**src/hw/ctmc_pkg.sv**
```systemverilog
// constants and carrier types of the cluster test-mode control block
package ctmc_pkg;

	// ***********************************************************
	// bus geometry
	// ***********************************************************
	localparam int ADDR_W = 12;
	localparam int DATA_W = 32;

	// ***********************************************************
	// register byte offsets
	// ***********************************************************
	localparam logic [11:0] OFF_CTRL = 12'h000;
	localparam logic [11:0] OFF_STATUS = 12'h004;
	localparam logic [11:0] OFF_LIVE = 12'h008;
	localparam logic [11:0] OFF_CORES = 12'h00c;

	// ***********************************************************
	// control register fields and reset value
	// ***********************************************************
	localparam int CTRL_W = 2;
	localparam int CTRL_HALT_BIT = 0;
	localparam int CTRL_CHECK_BIT = 1;
	localparam logic [1:0] CTRL_RESET = 2'h2;

	// ***********************************************************
	// fault status bit positions
	// ***********************************************************
	localparam int FAULT_W = 10;
	localparam int F_GATE = 0;
	localparam int F_RST = 1;
	localparam int F_RAM = 2;
	localparam int F_MCP = 3;
	localparam int F_CORE = 4;
	localparam int F_MUX = 5;
	localparam int F_SRC = 6;
	localparam int F_BYPASS = 7;
	localparam int F_REQ = 8;
	localparam int F_SRST = 9;
	localparam logic [9:0] STATUS_RESET = 10'h000;

	// ***********************************************************
	// widths and stage counts
	// ***********************************************************
	localparam int RST_W = 2;
	localparam int LIVE_W = 10;
	localparam int SYNC_STAGES = 2;
	localparam int MAX_LANES = 32;

	// ***********************************************************
	// carriers
	// ***********************************************************
	typedef struct packed {
		logic psel;
		logic penable;
		logic pwrite;
		logic [11:0] paddr;
		logic [31:0] pwdata;
	} ctmc_apb_req_t;

	typedef struct packed {
		logic gate_force_on;
		logic [1:0] reset_suppress;
		logic ram_select_hold;
		logic multicycle_hold;
		logic clock_mux_override;
		logic clock_source_choice;
		logic stretch_clock_bypass;
		logic selftest_request;
		logic selftest_reset_n;
	} ctmc_scan_t;

	typedef enum logic [1:0] {
		AP_IDLE = 2'b01,
		AP_DONE = 2'b10
	} ctmc_apb_st_t;

endpackage

```
**src/hw/ctmc_top.sv**
```systemverilog
// cluster test-mode control: scan overrides, self-test gating, check-copy compare, APB slave
`timescale 1ns/10ps
`default_nettype none

module ctmc_top #(
	parameter int CORES = 4,
	parameter int GATES = 8,
	parameter int RAMS = 8,
	parameter bit HAS_ANALYSER = 1'b1,
	parameter bit HAS_STRETCH = 1'b1
) (
	input wire logic clk,
	input wire logic resetn,
	input wire logic clk_en,
	input wire ctmc_pkg::ctmc_apb_req_t apb_req,
	output logic [31:0] prdata,
	output logic pready,
	output logic pslverr,
	input wire ctmc_pkg::ctmc_scan_t scan_ctrl,
	input wire ctmc_pkg::ctmc_scan_t scan_ctrl_dup,
	input wire logic [CORES-1:0] per_core_clock_off,
	input wire logic [CORES-1:0] per_core_clock_off_dup,
	input wire logic [GATES-1:0] func_gate_enable,
	input wire logic func_reset_n,
	input wire logic [RAMS-1:0] func_ram_select,
	input wire logic [CORES-1:0] func_core_clock_enable,
	input wire logic func_clock_select,
	input wire logic debug_halt_level,
	output logic [GATES-1:0] gate_enable,
	output logic [1:0] internal_reset_n,
	output logic [RAMS-1:0] ram_select,
	output logic multicycle_paths_enable,
	output logic [CORES-1:0] processor_core_clock_enable,
	output logic clock_mux_select,
	output logic stretch_bypass,
	output logic selftest_active,
	output logic selftest_path_reset_n,
	output logic analyser_halt_request,
	output logic test_control_fault
);
	import ctmc_pkg::*;

	// ***********************************************************
	// elaboration checks
	// ***********************************************************
	if (CORES < 1 || CORES > MAX_LANES) begin : g_chk_cores
		$error("CORES must be between 1 and 32");
	end
	if (GATES < 1 || GATES > MAX_LANES * 8) begin : g_chk_gates
		$error("GATES out of range");
	end
	if (RAMS < 1 || RAMS > MAX_LANES * 8) begin : g_chk_rams
		$error("RAMS out of range");
	end
	if (SYNC_STAGES < 2) begin : g_chk_sync
		$error("SYNC_STAGES must be at least 2");
	end
	if (RST_W != 2) begin : g_chk_rst
		$error("RST_W must match the reset port");
	end
	if (FAULT_W > DATA_W || CTRL_W > DATA_W) begin : g_chk_fields
		$error("register fields wider than the data bus");
	end
	if (LIVE_W != $bits(ctmc_scan_t)) begin : g_chk_live
		$error("LIVE_W must match the scan control carrier");
	end

	// ***********************************************************
	// helpers
	// ***********************************************************
	function automatic logic hit(input logic [11:0] addr, input logic [11:0] off);
		hit = (addr[11:2] == off[11:2]);
	endfunction

	function automatic logic differs(input logic [31:0] a, input logic [31:0] b);
		differs = |(a ^ b);
	endfunction

	// ***********************************************************
	// declarations
	// ***********************************************************
	ctmc_apb_st_t apb_st;
	logic [CTRL_W-1:0] ctrl;
	logic [FAULT_W-1:0] status;
	logic [FAULT_W-1:0] mismatch;
	logic [FAULT_W-1:0] next_status;
	logic [FAULT_W-1:0] clear_mask;
	logic [31:0] read_word;
	logic read_ok;
	logic wr_fire;
	logic take;
	ctmc_apb_st_t next_apb_st;
	logic [SYNC_STAGES-1:0] halt_sync;
	logic [1:0] rst_stage1;
	logic [1:0] rst_stage2;

	// ***********************************************************
	// apb slave, one wait state
	// ***********************************************************
	// transfer completes on the edge where pready is already high
	assign wr_fire = apb_req.psel && apb_req.penable && apb_req.pwrite && (apb_st == AP_DONE);
	assign take = apb_req.psel && apb_req.penable && (apb_st == AP_IDLE);

	always_comb begin
		read_word = 32'h0000_0000;
		read_ok = 1'b1;
		if (hit(apb_req.paddr, OFF_CTRL)) begin
			read_word = DATA_W'(ctrl);
		end else if (hit(apb_req.paddr, OFF_STATUS)) begin
			read_word = DATA_W'(status);
		end else if (hit(apb_req.paddr, OFF_LIVE)) begin
			read_word = DATA_W'(scan_ctrl);
		end else if (hit(apb_req.paddr, OFF_CORES)) begin
			read_word = DATA_W'(per_core_clock_off);
		end else begin
			read_ok = 1'b0;
		end
	end

	always_comb begin
		next_apb_st = apb_st;
		case (apb_st)
			AP_IDLE: begin
				if (take) begin
					next_apb_st = AP_DONE;
				end
			end
			AP_DONE: begin
				next_apb_st = AP_IDLE;
			end
			default: begin
				next_apb_st = AP_IDLE;
			end
		endcase
	end

	always_ff @(posedge clk) begin
		if (!resetn) begin
			apb_st <= AP_IDLE;
		end else if (clk_en) begin
			apb_st <= next_apb_st;
		end
	end

	// ready stands for one cycle after the access edge
	always_ff @(posedge clk) begin
		if (!resetn) begin
			pready <= 1'b0;
		end else if (clk_en) begin
			pready <= take;
		end
	end

	always_ff @(posedge clk) begin
		if (!resetn) begin
			pslverr <= 1'b0;
		end else if (clk_en) begin
			pslverr <= take & ~read_ok;
		end
	end

	// writes answer with zero data
	always_ff @(posedge clk) begin
		if (!resetn) begin
			prdata <= 32'h0000_0000;
		end else if (clk_en) begin
			prdata <= (take && !apb_req.pwrite) ? read_word : 32'h0000_0000;
		end
	end

	// ***********************************************************
	// control register
	// ***********************************************************
	always_ff @(posedge clk) begin
		if (!resetn) begin
			ctrl <= CTRL_RESET;
		end else if (clk_en) begin
			if (wr_fire && hit(apb_req.paddr, OFF_CTRL)) begin
				ctrl <= apb_req.pwdata[CTRL_W-1:0];
			end
		end
	end

	// ***********************************************************
	// check-copy compare and sticky fault status
	// ***********************************************************
	// compare each control with its copy
	always_comb begin
		mismatch = '0;
		mismatch[F_GATE] = scan_ctrl.gate_force_on ^ scan_ctrl_dup.gate_force_on;
		mismatch[F_RST] = differs(32'(scan_ctrl.reset_suppress), 32'(scan_ctrl_dup.reset_suppress));
		mismatch[F_RAM] = scan_ctrl.ram_select_hold ^ scan_ctrl_dup.ram_select_hold;
		mismatch[F_MCP] = scan_ctrl.multicycle_hold ^ scan_ctrl_dup.multicycle_hold;
		mismatch[F_CORE] = differs(32'(per_core_clock_off), 32'(per_core_clock_off_dup));
		mismatch[F_MUX] = scan_ctrl.clock_mux_override ^ scan_ctrl_dup.clock_mux_override;
		mismatch[F_SRC] = scan_ctrl.clock_source_choice ^ scan_ctrl_dup.clock_source_choice;
		mismatch[F_BYPASS] = scan_ctrl.stretch_clock_bypass ^ scan_ctrl_dup.stretch_clock_bypass;
		mismatch[F_REQ] = scan_ctrl.selftest_request ^ scan_ctrl_dup.selftest_request;
		mismatch[F_SRST] = scan_ctrl.selftest_reset_n ^ scan_ctrl_dup.selftest_reset_n;
	end

	// sticky flags, a new mismatch beats the clear while the check bit is set
	always_comb begin
		clear_mask = '0;
		if (wr_fire && hit(apb_req.paddr, OFF_STATUS)) begin
			clear_mask = apb_req.pwdata[FAULT_W-1:0];
		end
		next_status = status & ~clear_mask;
		if (ctrl[CTRL_CHECK_BIT]) begin
			next_status = next_status | mismatch;
		end
	end

	always_ff @(posedge clk) begin
		if (!resetn) begin
			status <= STATUS_RESET;
			test_control_fault <= 1'b0;
		end else if (clk_en) begin
			status <= next_status;
			test_control_fault <= |next_status;
		end
	end

	// ***********************************************************
	// clock gates, clock mux, per-core clocks
	// ***********************************************************
	always_ff @(posedge clk) begin
		if (!resetn) begin
			gate_enable <= '0;
		end else if (clk_en) begin
			gate_enable <= func_gate_enable | {GATES{scan_ctrl.gate_force_on}};
		end
	end

	always_ff @(posedge clk) begin
		if (!resetn) begin
			processor_core_clock_enable <= '0;
		end else if (clk_en) begin
			// disable bit stops the core clock
			processor_core_clock_enable <= func_core_clock_enable & ~per_core_clock_off;
		end
	end

	always_ff @(posedge clk) begin
		if (!resetn) begin
			clock_mux_select <= 1'b0;
		end else if (clk_en) begin
			if (scan_ctrl.clock_mux_override) begin
				clock_mux_select <= scan_ctrl.clock_source_choice;
			end else begin
				clock_mux_select <= func_clock_select;
			end
		end
	end

	// ***********************************************************
	// internal resets
	// ***********************************************************
	always_ff @(posedge clk) begin
		if (!resetn) begin
			rst_stage1 <= 2'h0;
			rst_stage2 <= 2'h0;
			internal_reset_n <= 2'h0;
		end else if (clk_en) begin
			rst_stage1 <= {RST_W{func_reset_n}};
			rst_stage2 <= rst_stage1;
			// suppressed domains stay out of reset
			internal_reset_n <= rst_stage2 | scan_ctrl.reset_suppress;
		end
	end

	// ***********************************************************
	// ram controls
	// ***********************************************************
	always_ff @(posedge clk) begin
		if (!resetn) begin
			ram_select <= '0;
			multicycle_paths_enable <= 1'b0;
			stretch_bypass <= 1'b0;
		end else if (clk_en) begin
			ram_select <= scan_ctrl.ram_select_hold ? '0 : func_ram_select;
			multicycle_paths_enable <= ~scan_ctrl.multicycle_hold;
			// bypass only when the option is built
			stretch_bypass <= HAS_STRETCH & scan_ctrl.stretch_clock_bypass;
		end
	end

	// ***********************************************************
	// memory self-test
	// ***********************************************************
	always_ff @(posedge clk) begin
		if (!resetn) begin
			selftest_active <= 1'b0;
			selftest_path_reset_n <= 1'b0;
		end else if (clk_en) begin
			selftest_active <= scan_ctrl.selftest_request;
			selftest_path_reset_n <= scan_ctrl.selftest_reset_n;
		end
	end

	// ***********************************************************
	// analyser halt request
	// ***********************************************************
	// two-stage capture of the debug-domain level
	always_ff @(posedge clk) begin
		if (!resetn) begin
			halt_sync <= '0;
		end else if (clk_en) begin
			halt_sync <= {halt_sync[SYNC_STAGES-2:0], debug_halt_level};
		end
	end

	always_ff @(posedge clk) begin
		if (!resetn) begin
			analyser_halt_request <= 1'b0;
		end else if (clk_en) begin
			// stays low without the analyser option
			analyser_halt_request <= HAS_ANALYSER
				& (halt_sync[SYNC_STAGES-1] | ctrl[CTRL_HALT_BIT]);
		end
	end

endmodule

`default_nettype wire

```
**config.mk**
```make
export PLATFORM = sky130hd
export DESIGN_NAME = ctmc_top
export DESIGN_NICKNAME = d
export VERILOG_FILES = /design/src/hw/ctmc_pkg.sv /design/src/hw/ctmc_top.sv
export SDC_FILE = /design/constraint.sdc
export NUM_CORES = 1
export LEC_CHECK = 0
export BUFFER_PORTS_ARGS = -buffer_cell sky130_fd_sc_hd__buf_2
export CAP_MARGIN = 25
export CORE_MARGIN = 2
export CORE_UTILIZATION = 40
export CTS_CLUSTER_SIZE = 40
export DETAILED_ROUTE_END_ITERATION = 8
export HOLD_SLACK_MARGIN = 0.08
export PLACE_DENSITY = 0.78
export SLEW_MARGIN = 20
export SYNTH_ARGS = -nofsm -noshare
export SYNTH_HDL_FRONTEND = slang
export SYNTH_SLANG_ARGS = --single-unit
export TNS_END_PERCENT = 30
```
**constraint.sdc**
```tcl
create_clock -name clk -period 1.6 [get_ports clk]
set_input_delay 0 -clock clk [delete_from_list [all_inputs] [get_ports clk]]
set_output_delay 0 -clock clk [all_outputs]
set_load 0.05 [all_outputs]
```
==> run summary, run 1 <==
The flow ran to the end, but the final reports show violations. The final reports fail on setup timing. Wires add up to 8.53 mm. The detail route stage leaves a number of antenna-violating nets equal to 0.

The library cell used most frequently in the layout, excluding fill and tap cells, is buf_2. Global routing used 20.6% of the available tracks across all layers. The number of nets in the layout is 592.

The die covers 8110 sq um. The logs give 5 for the length of the first detailed-routing pass in iterations and 2 for the number of buffers between clock root and the deepest sink. Fraction of the cycle the final worst path needs: 102%.

For this design the ratio of total power to cell area is 882 nW/um^2. Yosys printed 0 warnings. The clock-pin slew on the worst setup and hold paths is 0.07 ns.

The via count of the first global-routing pass is 2913, and the maximum fanout along the worst path is 16. Of the total synthesized cell area, the portion taken by full adders, half adders and majority gates is 0%. The first global-routing pass estimated 13.6 mm of wire. Sequential elements use 39.9% of the synthesized area. The synthesized netlist devotes 18.8% of its cell area to compound gates. The setup path with the least slack is of type flop to flop.

The signal on the critical path passes through nand4b_1 -> nor3_4 -> buf_12 -> nand2_1 -> a2111oi_2 -> a31oi_1. The tools report the setup slack of the critical path after layout as -0.0399 ns. The biggest area contributor in the post-synthesis netlist is dfxtp_1. The library cells used most frequently in the layout, excluding fill and tap cells, are buf_2 (117), dfxtp_1 (58), dlygate4sd3_1 (45), nor2b_1 (43), conb_1 (22).

Including well taps, the total number of placed cells is 532. The number of max-capacitance violations reported was 0; the synthesized netlist cell count was 325. The achievable clock frequency was 610 MHz. The layout overhead on the synthesized area works out to 45.9%. The type of destination of the critical path was a flop. For this run, design rule violations remaining after detail routing come to 0. The clock net in this run drives a total of 59 sinks.

Clock skew on the completed layout was measured at 0.00758 ns. By area the synthesized netlist is led by dfxtp_1 (40%), nor2b_1 (9.1%), buf_4 (6.3%). From left edge to right edge, the die measures 90.0 microns. The delay of the slowest critical-path stage came out at 0.38 ns. The floorplan step set the die height to 90.0 microns. Leakage power of the design: 1.93 nW. In the synthesized netlist the dominant register cell turns out to be dfxtp_1. The run gives 0 as the hold violation total from the final report. The logs give 4320 sq um for the post-route cell area and 2960 sq um for the combined area of all synthesized cells. Dividing the detail-routed wire length by the instance count gives 14.3 microns. The number of antenna violations at the first check in global routing was 0; the share of the synthesized area in the top cell type was 39.9%. The arrival time of data at the critical path endpoint is 1.86 ns. At the placement stage, the worst setup path has a slack of -0.104 ns.

The finished layout holds 595 standard cells, fillers aside. STA classifies the critical path startpoint as a flop. For the routed via count, the log shows 2910. The run gives 1.82 ns as the critical path data required time.

The floorplan row count is 31, and the synthesized-area fraction occupied by and/or/nand/nor cells is 20.8%. For the worst-skew pair, the clock arrives at the later sink with an insertion delay of 0.35 ns. The total of buffers placed on input and output ports works out to 117. Summed over all layers, the global routing overflow is 0. For this run, the share of the core covered by cells in the final layout is 59.9%. The completed layout was analyzed and its total power is 3.81 mW. The mean number of vias per cell was 4.89.

Grouping stages by cell kind, the critical path spends the most delay in simple AND/OR/NAND/NOR gates. The area of the core is 7210 sq um. The worst supply voltage drop on vdd is 0.621 mV, and the worst-margin pin slew is 0.643 ns. The buffer and inverter count on the worst path works out to 1.

The pin count of the biggest net entering global routing came out at 80. Setup repair after global routing could not meet its margin everywhere. After synthesis, the largest family of logic cells by area is simple AND/OR/NAND/NOR gates.

The post-synthesis mux area share came out at 5.66%. TritonCTS built the clock tree. In this run the worst hold path is classified as input port to flop. The fraction of layout instances using a drive strength above 1 is 34.9%. The number of setup violations in the final report was 1; the count of filler cells inserted in the layout was 628. The smallest clock period supported by the final layout is computed as 1.64 ns.

The fraction of registers with async set or reset after synthesis works out to 0%. The logs give 46 for the count of unique library cells instantiated by Yosys and 0.847 for the global placer's final weighted congestion. The detailed router finished its first iteration with 97 violations. The post-synthesis register bit count was 59; the initial standard-cell utilization of the core was 41.1%. Max-slew headroom at the worst pin: 57.2%. The top-level I/O count was 164. The slowest stage of the critical path belongs to the cell a2111oi_2. The XOR/XNOR share of the synthesized area works out to 4.14%. The tools report the final HPWL from detailed placement as 5.62 mm. The total placed instance area was 3620 sq um. The count of pins over their slew limit is 0, and the mean cell area of the mapped netlist is 9.11 sq um.

The run gives 0 as the diode insertion count for antenna repair. For the clock buffer count from CTS, the log shows 9. The clock tree synthesis step divided the H-tree into 3 levels. The root buffer cell chosen for the clock tree is clkbuf_8.

Number of enable flip-flop cells after synthesis: 0.
worst paths after layout:
check	from	endpoint	slack, ns	cells after the start
setup / recovery	apb_st[0]	test_control_fault	-0.04	6
hold / removal	scan_ctrl[6]	prdata[6]	0.11	4
setup reg to reg	apb_st[0]	test_control_fault	-0.04	6
hold reg to reg	processor_core_clock_enable[3]	processor_core_clock_enable[3]	0.48	2
final cells by class:
| cell class | instances | area, sq um | area share (%) |
|---|---|---|---|
| clock buffers | 11 | 141 | 3.27 |
| flip-flops and latches | 59 | 1180 | 27.4 |
| multi-input cells | 232 | 1580 | 36.6 |
| clock inverters | 5 | 62.6 | 1.45 |
| repair buffers | 180 | 1200 | 27.7 |
| inverters | 9 | 33.8 | 0.782 |
| well taps | 99 | 124 | 2.87 |
kinds of logic (layout without fill, tap and decap cells):
group / Yosys count / count (layout)
AO/OA/AOI/OAI: 78 / 78
XOR/XNOR: 14 / 14
buffers and inverters: 55 / 205
flip-flops: 59 / 59
multiplexers: 14 / 14
other: 1 / 22
AND/OR/NAND/NOR: 104 / 104
layer usage:
metal | wire [microns] | up-vias | track usage (%) | share of wire [%]
li1 | - | 1423 | - | -
met5 | 0 | - | 0 | 0
met1 | 3630 | 1352 | 23.3 | 43
met4 | 142 | 0 | 7.56 | 1.7
met3 | 612 | 15 | 7.12 | 7.2
met2 | 4140 | 120 | 36.0 | 49
sequential cells by signal, summed over array words and instances (netlist names), 2 cells and up:
signal and cells:
ctrl 2, halt_sync 2, internal_reset_n 2, gate_enable 8
processor_core_clock_enable 4, status 10, ram_select 8, prdata 10
apb_st 2
cell usage after synthesis, types with 2 or more instances:
cell type and n:
mux2i_1 10, dfxtp_1 59, a21oi_1 18, mux4_2 2, nand2b_1 7, nor4_2 2
xnor2_1 4, inv_1 9, buf_4 25, o21a_1 2, a21boi_0 11, a22oi_1 8
o211a_1 2, nor2_1 6, a32oi_1 6, nor2b_1 43, o22ai_1 7, a2111oi_0 2
o21ai_0 8, nand4_1 2, buf_2 2, mux2_2 2, and2_1 7, buf_1 4
a21boi_1 2, xor2_1 10, o221a_2 8, nand3b_1 4, clkbuf_1 13, nand2_1 14
nand3_1 11
where the power goes:
part           total, mW  switching [mW]  internal [mW]
Combinational      0.829           0.509          0.320
Sequential          1.59          0.0455           1.54
Clock               1.40           0.630          0.767
Total               3.81            1.18           2.63
through the flow:
step | hold slack [ns] | TNS (ns)
after floorplan | 0.125 | 0
after global placement | 0.245 | -0.0705
after detailed placement | 0.257 | -0.153
after CTS | 0.0877 | 0
after global routing | 0.124 | -0.146
final | 0.105 | -0.0399
worst register-to-register path: cells and delay by family (launching register included):
| family | cells | cell delay (ns) |
|---|---|---|
| AOI/OAI and AO/OA | 2 | 0.51 |
| and+or+nand+nor | 3 | 0.52 |
| buffers and inverters | 1 | 0.16 |
| DFF | 1 | 0.32 |
timing repair:
action	CTS	global route
hold buffers	45	0
gates resized for setup	7	3
pin swaps	2	1
hold endpoints to repair	45	0
buffers inserted	3	0
endpoints found under the setup margin	8	13
(Power assumes the default switching activity.)
==> run 2, diff against run 1 <==
==> constraint.sdc (replaced) <==
create_clock -name clk -period 1.6 [get_ports clk]
set_input_delay 0.08 -clock clk [delete_from_list [all_inputs] [get_ports clk]]
set_output_delay 0.08 -clock clk [all_outputs]
set_load 0.05 [all_outputs]
==> run summary, run 2 (same netlist as run 1, synthesis figures left out) <==
Counting I/O delays and the setup requirement, the final critical path takes 1.63 ns. The detailed router finished its first iteration with 110 violations. The initial utilization of the core area, before any placement, comes to 41.1%. The arrival time of data at the critical path endpoint is 1.83 ns, and the clock buffer count from CTS is 9. The delay of the slowest critical-path stage is 0.53 ns.

The cell type group with the largest total delay on the critical path is compound AO/OA/AOI/OAI gates. The logs give 164 for the top-level I/O count and 0.34 ns for the clock insertion delay at the later pin of the skew report. The total power density per cell area is 892 nW/um^2, and the critical path data required time is 1.81 ns.

The run gives 47 as the pin count of the biggest net entering global routing. The detail route stage leaves a number of antenna-violating nets equal to 0. Number of setup violations in the final report: 1. Across the VDD grid, the largest voltage drop is 0.657 mV. TritonCTS built the clock tree. The worst hold slack was 0.115 ns. The final reports fail on setup timing. In the layout the commonest cells are buf_2 (117), dfxtp_1 (58), nor2b_1 (43), dlygate4sd3_1 (32), conb_1 (22). For the number of antenna violations at the first check in global routing, the log shows 0.

Layout overhead on the synthesized area: 43.1%. Walking the worst path, the cells encountered are dlygate4sd3_1 -> buf_2 -> xnor2_1 -> a21boi_0 -> a21oi_1 -> nand4_1 -> a2111oi_4 -> a31oi_1. After global routing the overflow that remains totals 0. The via count of the first global-routing pass is 2751, and the buffer and inverter count on the worst path is 2. Area of the core: 7210 sq um. After detailed routing, the number of remaining DRC violations is 0. The run gives 13.2 mm as the first-pass GRT wire length. Library cell used as clock root buffer: clkbuf_8.

The tree built by TritonCTS fans out to 59 sinks. The fraction of layout instances using a drive strength above 1 works out to 36.7%. 0 antenna diodes ended up in the layout. The detailed router placed 2839 vias in this run. The clock tree synthesis step divided the H-tree into 3 levels. The worst path uses 102% of the clock period. Timing would allow up to 615 MHz.

The logs give 2 for the number of buffers between clock root and the deepest sink and 581 for the number of nets in the layout. The count of pins over their slew limit is 0. For the final routed wirelength across all metal layers, the log shows 8.39 mm. The clock-pin slew on the worst setup and hold paths works out to 0.07 ns. The tools report the global placer's final weighted congestion as 0.880.

The area of the die is 8110 sq um. The worst setup path is captured at a flop. After legalization and detailed placement, the total HPWL measured 5.82 mm. The tools report the count of filler cells inserted in the layout as 632. The tools report the hold violation total from the final report as 0. Standard cell with the maximum stage delay on the critical path: dlygate4sd3_1. The die height came out at 90.0 microns.

Setup repair after global routing could not meet its margin everywhere. The flow ran to the end, but the final reports show violations. The die outline width is 90.0 microns. The tools report the length of the first detailed-routing pass in iterations as 4. The setup slack of the critical path after layout was -0.0265 ns; the total track usage was 20.1%. Summed over all cells, the static leakage comes to 1.91 nW. The library cell used most frequently in the layout, excluding fill and tap cells, is buf_2.

Of all nets on the critical path, the largest fanout is 3. The run gives 0 as the number of max-capacitance violations reported. For the worst-case clock skew, the log shows 0.00827 ns. The per-cell routed wire length came out at 14.4 microns. The critical path is of the input port to flop type.

After detailed routing, the number of vias per cell comes to 4.86. In the final layout, the registers with the most flip-flops are prdata (10), status (10). The classification of the worst-slack hold path is input port to flop. The startpoint type of the worst setup path was an input port. The final design utilization is 58.7%, and the total of buffers placed on input and output ports is 117. The completed layout was analyzed and its total power is 3.78 mW.

The floorplan has 31 rows.
run 2: cell types whose count changed in the layout (fill, tap and decap cells not counted), sizes merged:
cell | previous run | this run
buf | 135 | 137
clkbuf | 11 | 10
dlygate4sd3 | 45 | 32
inv | 9 | 10
run 2: tightest hold or removal path: cells and delay by family:
family,cells,cell delay [ns]
AO/OA/AOI/OAI,1,0.05
buffers and inverters,1,0.11
AND/OR/NAND/NOR,2,0.17
run 2: cell type report:
| class | count | area (sq um) | area share (%) |
|---|---|---|---|
| inverters | 9 | 33.8 | 0.797 |
| clock buffers | 10 | 138 | 3.25 |
| multi-input cells | 232 | 1620 | 38.1 |
| flip-flops and latches | 59 | 1180 | 27.9 |
| well taps | 99 | 124 | 2.92 |
| repair buffers | 169 | 1080 | 25.5 |
| clock inverters | 6 | 63.8 | 1.51 |
run 2: layer usage:
layer  vias up  wire, microns  global-route usage [%]
met1      1300           3500                    23.6
met5         -              0                       0
li1       1398              -                       -
met2       124           4050                    34.0
met3        17            652                    6.20
met4         0            187                    8.46
run 2: worst paths after layout:
check	start	to	slack, ns	cells past startpoint
worst max register to register	apb_st[0]	test_control_fault	-0.01	6
worst min register to register	pready	pready	0.48	2
worst max-delay path	scan_ctrl[8]	test_control_fault	-0.03	8
worst min-delay path	apb_req[8]	status[8]	0.12	4
run 2: power by group:
part | total [mW] | leakage (nW) | switching, mW | internal [mW]
logic | 0.822 | 1.33 | 0.511 | 0.311
registers | 1.59 | 0.484 | 0.0469 | 1.54
clock network | 1.37 | 0.0987 | 0.610 | 0.760
total | 3.78 | 1.91 | 1.17 | 2.61
run 2: per-stage QoR:
step	setup TNS (ns)	setup WS [ns]	std cells	area, sq um
after floorplan	0	0.0671	346	3040
after global placement	-0.603	-0.124	536	3650
after detailed placement	-0.770	-0.186	536	3650
after CTS	-0.103	-0.0238	585	4200
after global routing	-0.121	-0.121	584	4240
final	-0.0265	-0.0265	584	4240
run 2: what timing repair did:
item	CTS	global route
setup buffers	1	0
gates resized for setup	6	10
endpoints found under the hold margin	30	0
hold buffers	32	0
endpoints found under the setup margin	9	9
pin swaps	2	1
